## config.mk

```make
export PLATFORM = sky130hd
export DESIGN_NAME = dmrq_top
export DESIGN_NICKNAME = d
export VERILOG_FILES = /design/src/dmrq_pkg.sv /design/src/dmrq_sync.sv /design/src/dmrq_step.sv /design/src/dmrq_top.sv
export VERILOG_INCLUDE_DIRS = /design/src
export SDC_FILE = /design/constraint.sdc
export NUM_CORES = 1
export LEC_CHECK = 0
export BUFFER_PORTS_ARGS = -buffer_cell sky130_fd_sc_hd__buf_2
export CORE_AREA = 2 2 175 262
export CTS_BUF_LIST = sky130_fd_sc_hd__clkbuf_2
export DETAILED_ROUTE_END_ITERATION = 12
export DIE_AREA = 0 0 177 264
export GPL_TIMING_DRIVEN = 0
export MAX_ROUTING_LAYER = met4
export SETUP_SLACK_MARGIN = 0.15
export SLEW_MARGIN = 20
export SYNTH_ARGS = -nofsm -noshare
export SYNTH_HDL_FRONTEND = slang
export SYNTH_SLANG_ARGS = --single-unit
```

## constraint.sdc

```tcl
create_clock -name aclk -period 10.4 [get_ports aclk]
set_input_delay 2.08 -clock aclk [delete_from_list [all_inputs] [get_ports aclk]]
set_output_delay 2.08 -clock aclk [all_outputs]
set_load 0.01 [all_outputs]
```

## src/dmrq_cfg.svh

```systemverilog
// Purpose: constants for the dma request and mask control block
// Assumes: register index times four gives the axi byte address
// Notes: indices below 0x40 mirror the legacy port numbers
`ifndef DMRQ_CFG_SVH
`define DMRQ_CFG_SVH
`define DMRQ_AW 12
`define DMRQ_IX_STAT_LO 10'h008
`define DMRQ_IX_REQ_LO 10'h009
`define DMRQ_IX_MASK_LO 10'h00a
`define DMRQ_IX_EXT_LO 10'h00b
`define DMRQ_IX_CLR_LO 10'h00d
`define DMRQ_IX_STAT_HI 10'h0d0
`define DMRQ_IX_REQ_HI 10'h0d2
`define DMRQ_IX_MASK_HI 10'h0d4
`define DMRQ_IX_EXT_HI 10'h0d6
`define DMRQ_IX_CLR_HI 10'h0da
`define DMRQ_IX_CFG 10'h040
`define DMRQ_IX_LOAD 10'h041
`define DMRQ_SETCLR_BIT 2
`define DMRQ_EXT_LSB 2
`define DMRQ_LOAD_CH_LSB 16
`define DMRQ_LOAD_CNT_BIT 19
`define DMRQ_MASK_RST 8'h0ff
`define DMRQ_REQ_RST 8'h00
`define DMRQ_CFG_RST 16'h0000
`define DMRQ_RESP_OKAY 2'h0
`define DMRQ_RESP_SLVERR 2'h2
`define DMRQ_CASCADE_CH 4
`endif

```

## src/dmrq_pkg.sv

```systemverilog
// Purpose: shared types for the dma request and mask control block
// Assumes: sixteen-bit channel address and count counters
// Notes: none
package dmrq_pkg;
  typedef enum logic [1:0] {
    DMRQ_AM_8B = 2'b00,
    DMRQ_AM_16W = 2'b01,
    DMRQ_AM_32B = 2'b10,
    DMRQ_AM_16B = 2'b11
  } dmrq_amode_t;
  typedef enum logic [1:0] {
    DMRQ_WR_IDLE = 2'b01,
    DMRQ_WR_RESP = 2'b10
  } dmrq_wr_state_t;
  typedef struct packed {
    dmrq_amode_t mode;
    logic dec;
    logic [15:0] addr;
    logic [15:0] cnt;
  } dmrq_step_in_t;
  typedef struct packed {
    logic [15:0] addr;
    logic [15:0] cnt;
    logic [1:0] be;
    logic tc;
  } dmrq_step_out_t;
endpackage : dmrq_pkg

```

## src/dmrq_sync.sv

```systemverilog
// Purpose: two-flop synchroniser for the request pins
// Assumes: pins are asynchronous to aclk
// Notes: the first stage feeds only the second
`timescale 1ns/10ps
`default_nettype none
module dmrq_sync (
  input wire logic aclk,
  input wire logic aresetn,
  input wire logic [7:0] d,
  output logic [7:0] q
);
  logic [7:0] meta_r;
  always_ff @(posedge aclk) begin
    if (!aresetn) begin
      meta_r <= 8'h00;
      q <= 8'h00;
    end else begin
      meta_r <= d;
      q <= meta_r;
    end
  end
endmodule : dmrq_sync
`default_nettype wire

```

## src/dmrq_step.sv

```systemverilog
// Purpose: one bus cycle step of a channel's address and count
// Assumes: count holds remaining units minus one
// Notes: combinational; terminal count is the count wrapping below zero
`timescale 1ns/10ps
`default_nettype none
module dmrq_step
  import dmrq_pkg::*;
(
  input wire dmrq_step_in_t si,
  output var dmrq_step_out_t so
);
  logic [15:0] base;
  logic [15:0] step;
  logic [15:0] units;
  always_comb begin
    base = si.addr;
    step = 16'h0001;
    units = 16'h0001;
    so.be = 2'b11;
    unique case (si.mode)
      DMRQ_AM_8B: so.be = 2'b01;
      DMRQ_AM_16W: so.be = 2'b11;
      DMRQ_AM_32B: begin
        step = 16'h0004;
        units = 16'h0004;
      end
      DMRQ_AM_16B: begin
        // any byte address accepted; odd start moves the upper byte only
        base = {si.addr[15:1], 1'b0};
        step = 16'h0002;
        if (si.addr[0]) begin
          so.be = 2'b10;
        end else if (si.cnt == 16'h0000) begin
          so.be = 2'b01;
        end else begin
          units = 16'h0002;
        end
      end
    endcase
    so.addr = si.dec ? base - step : base + step;
    so.cnt = si.cnt - units;
    so.tc = si.cnt < units;
  end
endmodule : dmrq_step
`default_nettype wire

```

## src/dmrq_top.sv

```systemverilog
// Purpose: request and mask control for two cascaded four-channel groups
// Assumes: axi4-lite master, 8-bit registers in lane 0 of each word, except cfg [15:0] and load [19:0]
`timescale 1ns/10ps
`default_nettype none
`include "dmrq_cfg.svh"
module dmrq_top
  import dmrq_pkg::*;
(
  input wire logic aclk,
  input wire logic aresetn,
  input wire logic [`DMRQ_AW-1:0] s_axi_awaddr,
  input wire logic s_axi_awvalid,
  output logic s_axi_awready,
  input wire logic [31:0] s_axi_wdata,
  input wire logic [3:0] s_axi_wstrb,
  input wire logic s_axi_wvalid,
  output logic s_axi_wready,
  output logic [1:0] s_axi_bresp,
  output logic s_axi_bvalid,
  input wire logic s_axi_bready,
  input wire logic [`DMRQ_AW-1:0] s_axi_araddr,
  input wire logic s_axi_arvalid,
  output logic s_axi_arready,
  output logic [31:0] s_axi_rdata,
  output logic [1:0] s_axi_rresp,
  output logic s_axi_rvalid,
  input wire logic s_axi_rready,
  input wire logic [7:0] dma_req_pin,
  input wire logic xfer_done,
  input wire logic [2:0] xfer_chan,
  output logic grant_valid_r,
  output logic [2:0] grant_chan_r,
  output logic [15:0] xfer_addr_r,
  output logic [1:0] xfer_be_r,
  output logic tc_pulse_r
);
  logic [7:0] hw_req;
  logic [7:0] sw_r;
  logic [7:0] mask_r;
  logic [7:0] tc_flag_r;
  logic [7:0] eff_mask;
  logic [7:0] eff_req;
  logic [7:0] tc_ev;
  logic [5:0] ext_r [8];
  logic [15:0] addr_r [8];
  logic [15:0] cnt_r [8];
  logic [15:0] cfg_r;
  dmrq_wr_state_t wr_state_r;
  logic aw_have_r;
  logic w_have_r;
  logic [`DMRQ_AW-1:0] awaddr_r;
  logic [31:0] wdata_r;
  logic [3:0] wstrb_r;
  logic [1:0] bresp_r;
  logic [31:0] rdata_r;
  logic [1:0] rresp_r;
  logic rvalid_r;
  logic aw_take;
  logic w_take;
  logic wr_go;
  logic [9:0] wix;
  logic [31:0] wd;
  logic wlane0;
  logic wr_req_lo;
  logic wr_req_hi;
  logic wr_msk_lo;
  logic wr_msk_hi;
  logic wr_ext_lo;
  logic wr_ext_hi;
  logic [1:0] clr_grp;
  logic wr_cfg;
  logic wr_load;
  logic wr_known;
  logic rd_take;
  logic [9:0] rix;
  logic [1:0] stat_rd;
  logic [2:0] grant_nxt;
  logic grant_any;
  dmrq_step_in_t stp_in;
  dmrq_step_out_t stp_out;

  dmrq_sync u_sync (
    .aclk(aclk),
    .aresetn(aresetn),
    .d(dma_req_pin),
    .q(hw_req)
  );

  // write channel: address and data may arrive in either order
  assign s_axi_awready = !aw_have_r && (wr_state_r == DMRQ_WR_IDLE);
  assign s_axi_wready = !w_have_r && (wr_state_r == DMRQ_WR_IDLE);
  assign aw_take = s_axi_awvalid && s_axi_awready;
  assign w_take = s_axi_wvalid && s_axi_wready;
  assign wr_go = (aw_have_r || aw_take) && (w_have_r || w_take);
  assign wix = aw_have_r ? awaddr_r[`DMRQ_AW-1:2] : s_axi_awaddr[`DMRQ_AW-1:2];
  assign wd = w_have_r ? wdata_r : s_axi_wdata;
  assign wlane0 = wr_go && (w_have_r ? wstrb_r[0] : s_axi_wstrb[0]);
  assign wr_req_lo = wlane0 && (wix == `DMRQ_IX_REQ_LO);
  assign wr_req_hi = wlane0 && (wix == `DMRQ_IX_REQ_HI);
  assign wr_msk_lo = wlane0 && (wix == `DMRQ_IX_MASK_LO);
  assign wr_msk_hi = wlane0 && (wix == `DMRQ_IX_MASK_HI);
  assign wr_ext_lo = wlane0 && (wix == `DMRQ_IX_EXT_LO);
  assign wr_ext_hi = wlane0 && (wix == `DMRQ_IX_EXT_HI);
  assign clr_grp = {wlane0 && (wix == `DMRQ_IX_CLR_HI), wlane0 && (wix == `DMRQ_IX_CLR_LO)};
  assign wr_cfg = wr_go && (wix == `DMRQ_IX_CFG);
  assign wr_load = wr_go && (wix == `DMRQ_IX_LOAD);
  assign wr_known = (wix == `DMRQ_IX_REQ_LO) || (wix == `DMRQ_IX_REQ_HI) ||
                    (wix == `DMRQ_IX_MASK_LO) || (wix == `DMRQ_IX_MASK_HI) ||
                    (wix == `DMRQ_IX_EXT_LO) || (wix == `DMRQ_IX_EXT_HI) ||
                    (wix == `DMRQ_IX_CLR_LO) || (wix == `DMRQ_IX_CLR_HI) ||
                    (wix == `DMRQ_IX_CFG) || (wix == `DMRQ_IX_LOAD);

  always_ff @(posedge aclk) begin
    if (!aresetn) begin
      wr_state_r <= DMRQ_WR_IDLE;
      aw_have_r <= 1'b0;
      w_have_r <= 1'b0;
      awaddr_r <= '0;
      wdata_r <= 32'h0000_0000;
      wstrb_r <= 4'h0;
      bresp_r <= `DMRQ_RESP_OKAY;
    end else begin
      unique case (wr_state_r)
        DMRQ_WR_IDLE: begin
          if (wr_go) begin
            aw_have_r <= 1'b0;
            w_have_r <= 1'b0;
            bresp_r <= wr_known ? `DMRQ_RESP_OKAY : `DMRQ_RESP_SLVERR;
            wr_state_r <= DMRQ_WR_RESP;
          end else begin
            if (aw_take) begin
              aw_have_r <= 1'b1;
              awaddr_r <= s_axi_awaddr;
            end
            if (w_take) begin
              w_have_r <= 1'b1;
              wdata_r <= s_axi_wdata;
              wstrb_r <= s_axi_wstrb;
            end
          end
        end
        DMRQ_WR_RESP: begin
          if (s_axi_bready) begin
            wr_state_r <= DMRQ_WR_IDLE;
          end
        end
      endcase
    end
  end
  assign s_axi_bvalid = (wr_state_r == DMRQ_WR_RESP);
  assign s_axi_bresp = bresp_r;

  // read channel; a status read also clears that group's terminal-count flags
  assign s_axi_arready = !rvalid_r;
  assign rd_take = s_axi_arvalid && s_axi_arready;
  assign rix = s_axi_araddr[`DMRQ_AW-1:2];
  assign stat_rd = {rd_take && (rix == `DMRQ_IX_STAT_HI), rd_take && (rix == `DMRQ_IX_STAT_LO)};

  always_ff @(posedge aclk) begin
    if (!aresetn) begin
      rvalid_r <= 1'b0;
      rdata_r <= 32'h0000_0000;
      rresp_r <= `DMRQ_RESP_OKAY;
    end else if (rd_take) begin
      rvalid_r <= 1'b1;
      rresp_r <= `DMRQ_RESP_OKAY;
      rdata_r <= 32'h0000_0000;
      if (stat_rd[0]) begin
        rdata_r[7:0] <= {eff_req[3:0], tc_flag_r[3:0]};
      end else if (stat_rd[1]) begin
        rdata_r[7:0] <= {eff_req[7:4], tc_flag_r[7:4]};
      end else if (rix == `DMRQ_IX_CFG) begin
        rdata_r[15:0] <= cfg_r;
      end else begin
        rresp_r <= `DMRQ_RESP_SLVERR;
      end
    end else if (s_axi_rready) begin
      rvalid_r <= 1'b0;
    end
  end
  assign s_axi_rvalid = rvalid_r;
  assign s_axi_rdata = rdata_r;
  assign s_axi_rresp = rresp_r;

  // cfg: [7:0] autoinitialise per channel, [15:8] decrement per channel
  always_ff @(posedge aclk) begin
    if (!aresetn) begin
      cfg_r <= `DMRQ_CFG_RST;
    end else if (wr_cfg) begin
      cfg_r <= wd[15:0];
    end
  end

  // step engine works on the channel the transfer logic reports
  assign stp_in.mode = dmrq_amode_t'(ext_r[xfer_chan][1:0]);
  assign stp_in.dec = cfg_r[8 + {1'b0, xfer_chan}];
  assign stp_in.addr = addr_r[xfer_chan];
  assign stp_in.cnt = cnt_r[xfer_chan];

  dmrq_step u_step (
    .si(stp_in),
    .so(stp_out)
  );

  genvar g;
  generate
    for (g = 0; g < 8; g++) begin : g_ch
      logic hit;
      logic grp_clr;
      logic wr_req;
      logic wr_msk;
      logic wr_ext;
      assign hit = (wd[1:0] == g[1:0]);
      assign grp_clr = clr_grp[g / 4];
      assign wr_req = ((g < 4) ? wr_req_lo : wr_req_hi) && hit;
      assign wr_msk = ((g < 4) ? wr_msk_lo : wr_msk_hi) && hit;
      assign wr_ext = ((g < 4) ? wr_ext_lo : wr_ext_hi) && hit;
      assign tc_ev[g] = xfer_done && (xfer_chan == g[2:0]) && stp_out.tc;
      if (g < 4) begin : g_cas
        assign eff_mask[g] = mask_r[g] | mask_r[`DMRQ_CASCADE_CH];
      end else begin : g_own
        assign eff_mask[g] = mask_r[g];
      end
      // hardware request gated by mask, software request ORed past it
      assign eff_req[g] = (hw_req[g] & ~eff_mask[g]) | sw_r[g];

      always_ff @(posedge aclk) begin
        if (!aresetn || grp_clr) begin
          sw_r[g] <= 1'b0;
        end else if (tc_ev[g]) begin
          sw_r[g] <= 1'b0;
        end else if (wr_req) begin
          sw_r[g] <= wd[`DMRQ_SETCLR_BIT];
        end
      end

      always_ff @(posedge aclk) begin
        if (!aresetn || grp_clr) begin
          mask_r[g] <= 1'b1;
        end else if (tc_ev[g] && !cfg_r[g]) begin
          mask_r[g] <= 1'b1;
        end else if (wr_msk) begin
          mask_r[g] <= wd[`DMRQ_SETCLR_BIT];
        end
      end

      // a terminal count in the read cycle survives the clear
      always_ff @(posedge aclk) begin
        if (!aresetn || grp_clr) begin
          tc_flag_r[g] <= 1'b0;
        end else if (tc_ev[g]) begin
          tc_flag_r[g] <= 1'b1;
        end else if (stat_rd[g / 4]) begin
          tc_flag_r[g] <= 1'b0;
        end
      end

      always_ff @(posedge aclk) begin
        if (!aresetn) begin
          ext_r[g] <= 6'h00;
        end else if (wr_ext) begin
          ext_r[g] <= wd[7:`DMRQ_EXT_LSB];
        end
      end

      // counters keep running on autoinitialise; no base reload is held here
      always_ff @(posedge aclk) begin
        if (!aresetn) begin
          addr_r[g] <= 16'h0000;
          cnt_r[g] <= 16'h0000;
        end else if (wr_load && wd[18:`DMRQ_LOAD_CH_LSB] == g[2:0]) begin
          if (wd[`DMRQ_LOAD_CNT_BIT]) begin
            cnt_r[g] <= wd[15:0];
          end else begin
            addr_r[g] <= wd[15:0];
          end
        end else if (xfer_done && xfer_chan == g[2:0]) begin
          addr_r[g] <= stp_out.addr;
          cnt_r[g] <= stp_out.cnt;
        end
      end
    end
  endgenerate

  // fixed priority, lowest channel first; channel four only cascades
  always_comb begin
    grant_nxt = 3'd0;
    grant_any = 1'b0;
    for (int i = 7; i >= 0; i--) begin
      if (eff_req[i] && i != `DMRQ_CASCADE_CH) begin
        grant_nxt = i[2:0];
        grant_any = 1'b1;
      end
    end
  end

  always_ff @(posedge aclk) begin
    if (!aresetn) begin
      grant_valid_r <= 1'b0;
      grant_chan_r <= 3'd0;
      xfer_addr_r <= 16'h0000;
      xfer_be_r <= 2'b00;
      tc_pulse_r <= 1'b0;
    end else begin
      grant_valid_r <= grant_any;
      grant_chan_r <= grant_nxt;
      tc_pulse_r <= |tc_ev;
      if (xfer_done) begin
        xfer_addr_r <= stp_in.addr;
        xfer_be_r <= stp_out.be;
      end
    end
  end
endmodule : dmrq_top
`default_nettype wire

```

==> results.cfg <==
[run_status]
status = completed

[cts]
cts_sinks = 405
insertion_delay_ns = 1.08
cts_tree = yes
clockRootBuffer = clkbuf_2
clk_pin_slew_worst_paths_ns = 0.11
cts_buffers = 96
htreeDepth = 3
cts_buffer_depth = 3
cts_resized = 0
cts_hold_buf = 0
post-cts-setup-buffers = 0

[synth]
yosys-top-cells-area = edfxtp_1 41%, dfxtp_1 13%, o22ai_1 8.4%
synth_edf_count = 272
ys.warnings.count = 0
yosysSeqAreaShare = 0.547
avgSynthCellArea_um2 = 11.3
netlist_area_mm2 = 0.0198
yosysTopAreaCell = edfxtp_1
yosysTopAreaCellShare = 0.413
synth-main-ff-cell = edfxtp_1
synth_cell_types = 80
async_reset_ff_frac = 0
ys_seq_elements = 405
netlist_instances = 1755

[sta]
layout_setup_ws_ns = 3.22
clock_skew_ns = 0.108
tns_ns = 0
max_slew_margin = 0.203
worst_slew_pin_slew_ns = 1.20
finalCriticalPeriod_ns = 7.18
hold_violations = 0
setup_viol = 0
slew_violations = 0
whs_ns = 0.435
fin_crit_sh = 0.690
fmax_mhz = 139
grt_setup_unrepaired = false

[floorplan]
die-area_mm2 = 0.0467
fp.dieW_um = 177
coreArea_mm2 = 0.0446
start_util = 0.444
rows = 95
io_pins = 143
die_h_um = 264

[worst_setup_path]
critPathCaptureType = flop
worst_ep_required_time_ns = 11.17
crit_path_max_fanout = 10
critPathKind = in2reg
worstPathArrival_ns = 7.95
critPathLaunchType = primary input

[drt]
drtAntennaViolNets = 0
routed_wl_um = 71600
via_count = 16600
via_per_inst = 6.25
firstDrtPassIters = 6
wire_per_inst_um = 27.0
drc = 0
drt_iter0_markers = 1757

[global_route]
antenna_found_initial = 2
grt_max_degree = 17
grt_use_total = 0.314
grt-ovfl-total = 0
grt_pass1_wl_um = 104000
grt_pass1_vias = 16700

[power_and_ir_drop]
leakage_nw = 8.26
ir_drop_mv = 0.0822
p_per_area_mw_per_mm2 = 154

[finish]
final_common_cell = edfxtp_1
drive_above_1_share = 0.210
area_growth_pct = 12.9
nets = 2093
seq_area_mm2 = 0.0108
final_cell_mix = 272 x edfxtp_1, 267 x o22ai_1, 166 x nand2_1, 137 x clkbuf_2, 134 x nor2_1
multi_input_area_mm2 = 0.00835
fillerInstances = 4130

[flow_run]
maxCapViolCount = 0

[place]
gp_congestion = 1.01
port_buffers = 102
dp_worst_setup_slack_ns = 2.15
dpl.hpwl_um = 51800

[hold_path]
hold_path_class = reg2reg
==> layout make-up <==
cell class | instances | share of cell area
Clock inverter | 39 | 0.00845
Sequential cell | 405 | 0.485
Inverter | 30 | 0.00504
Buffer | 155 | 0.0315
Multi-Input combinational cell | 1182 | 0.374
Timing Repair Buffer | 121 | 0.0335
Tap cell | 582 | 0.0326
Clock buffer | 137 | 0.0307
Antenna cell | 2 | 0.000224
==> logic make-up (layout without fill, tap and decap cells) <==
kind of cell	count (synthesis)	in the layout	share of synthesized area
AND/OR/NAND/NOR	500	500	0.121
buffers and inverters	185	482	0.0413
XOR/XNOR	27	27	0.0123
multiplexers	132	132	0.104
other	1	20	0.000189
flip-flops	405	405	0.547
AO/OA/AOI/OAI	482	482	0.159
adder cells (fa/ha/maj)	23	23	0.0153
==> per-layer routing <==
layer | vias up | global-route usage | wire (µm)
met1 | 8037 | 0.330 | 24000
met4 | 0 | 0.206 | 5090
met5 | - | - | 0
met3 | 284 | 0.0563 | 5690
li1 | 7295 | - | -
met2 | 959 | 0.536 | 36900
==> cell usage after synthesis, drive strengths merged (29+ instances only) <==
cell	instances
mux4	57
o22ai	267
nor3	48
dfxtp	133
buf	54
mux2i	59
nand2	166
nor2	135
inv	29
edfxtp	272
a211oi	33
a21oi	70
clkbuf	101
nand3	42
==> critical path, cell delays in order <==
cell and delay (ns):
buf_2 0.24, buf_2 0.35, buf_2 0.44, buf_2 0.50, mux4_2 0.58, mux2i_1 0.28
inv_1 0.11, ha_1 0.28, nor2_1 0.13, ha_1 0.17, inv_1 0.06, fa_1 0.45
a211oi_1 0.22, o21bai_1 0.13, a21o_1 0.23, a2111oi_0 0.46, nor2_1 0.14, xnor2_1 0.85
o22ai_1 0.22
==> report_power, final <==
group	internal [mW]	total, mW	switching (mW)	leakage, nW
clock	0.383	1.07	0.682	0.661
combinational	0.175	0.558	0.383	3.70
sequential	1.79	1.81	0.0245	3.90
==> registers in the layout, indices dropped and copies added (netlist names), 2 cells and up <==
name and count:
awaddr_r 10, u_sync.meta_r 8, mask_r 4, eff_mask 4, grant_chan_r 3, xfer_addr_r 16
wr_state_r 2, tc_flag_r 8, wdata_r 20, s_axi_rdata 16, sw_r 8, xfer_be_r 2
cfg_r 16, u_sync.q 8, addr_r 128, cnt_r 128, ext_r 16
==> per-stage QoR <==
step           power, mW   util  cell area [µm²]  instances
3_3_place_gp        2.37  0.473            21100       2456
4_1_cts             3.43  0.501            22300       2651
5_1_grt             3.54  0.501            22400       2653
3_5_place_dp        2.40  0.482            21500       2475
6_report            3.43  0.501            22400       2653
2_1_floorplan       2.17      -            19900       1772
==> worst paths after layout <==
| check | startpoint | to | slack, ns | cells past startpoint |
|---|---|---|---|---|
| max | xfer_chan[0] | addr_r[4][14] | 3.22 | 19 |
| min | u_sync.meta_r[6] | u_sync.q[6] | 0.44 | 1 |
| max reg2reg | cnt_r[6][4] | cnt_r[5][11] | 4.71 | 15 |
| min reg2reg | u_sync.meta_r[6] | u_sync.q[6] | 0.44 | 1 |
Note: power is estimated with default switching activity, not from simulation.
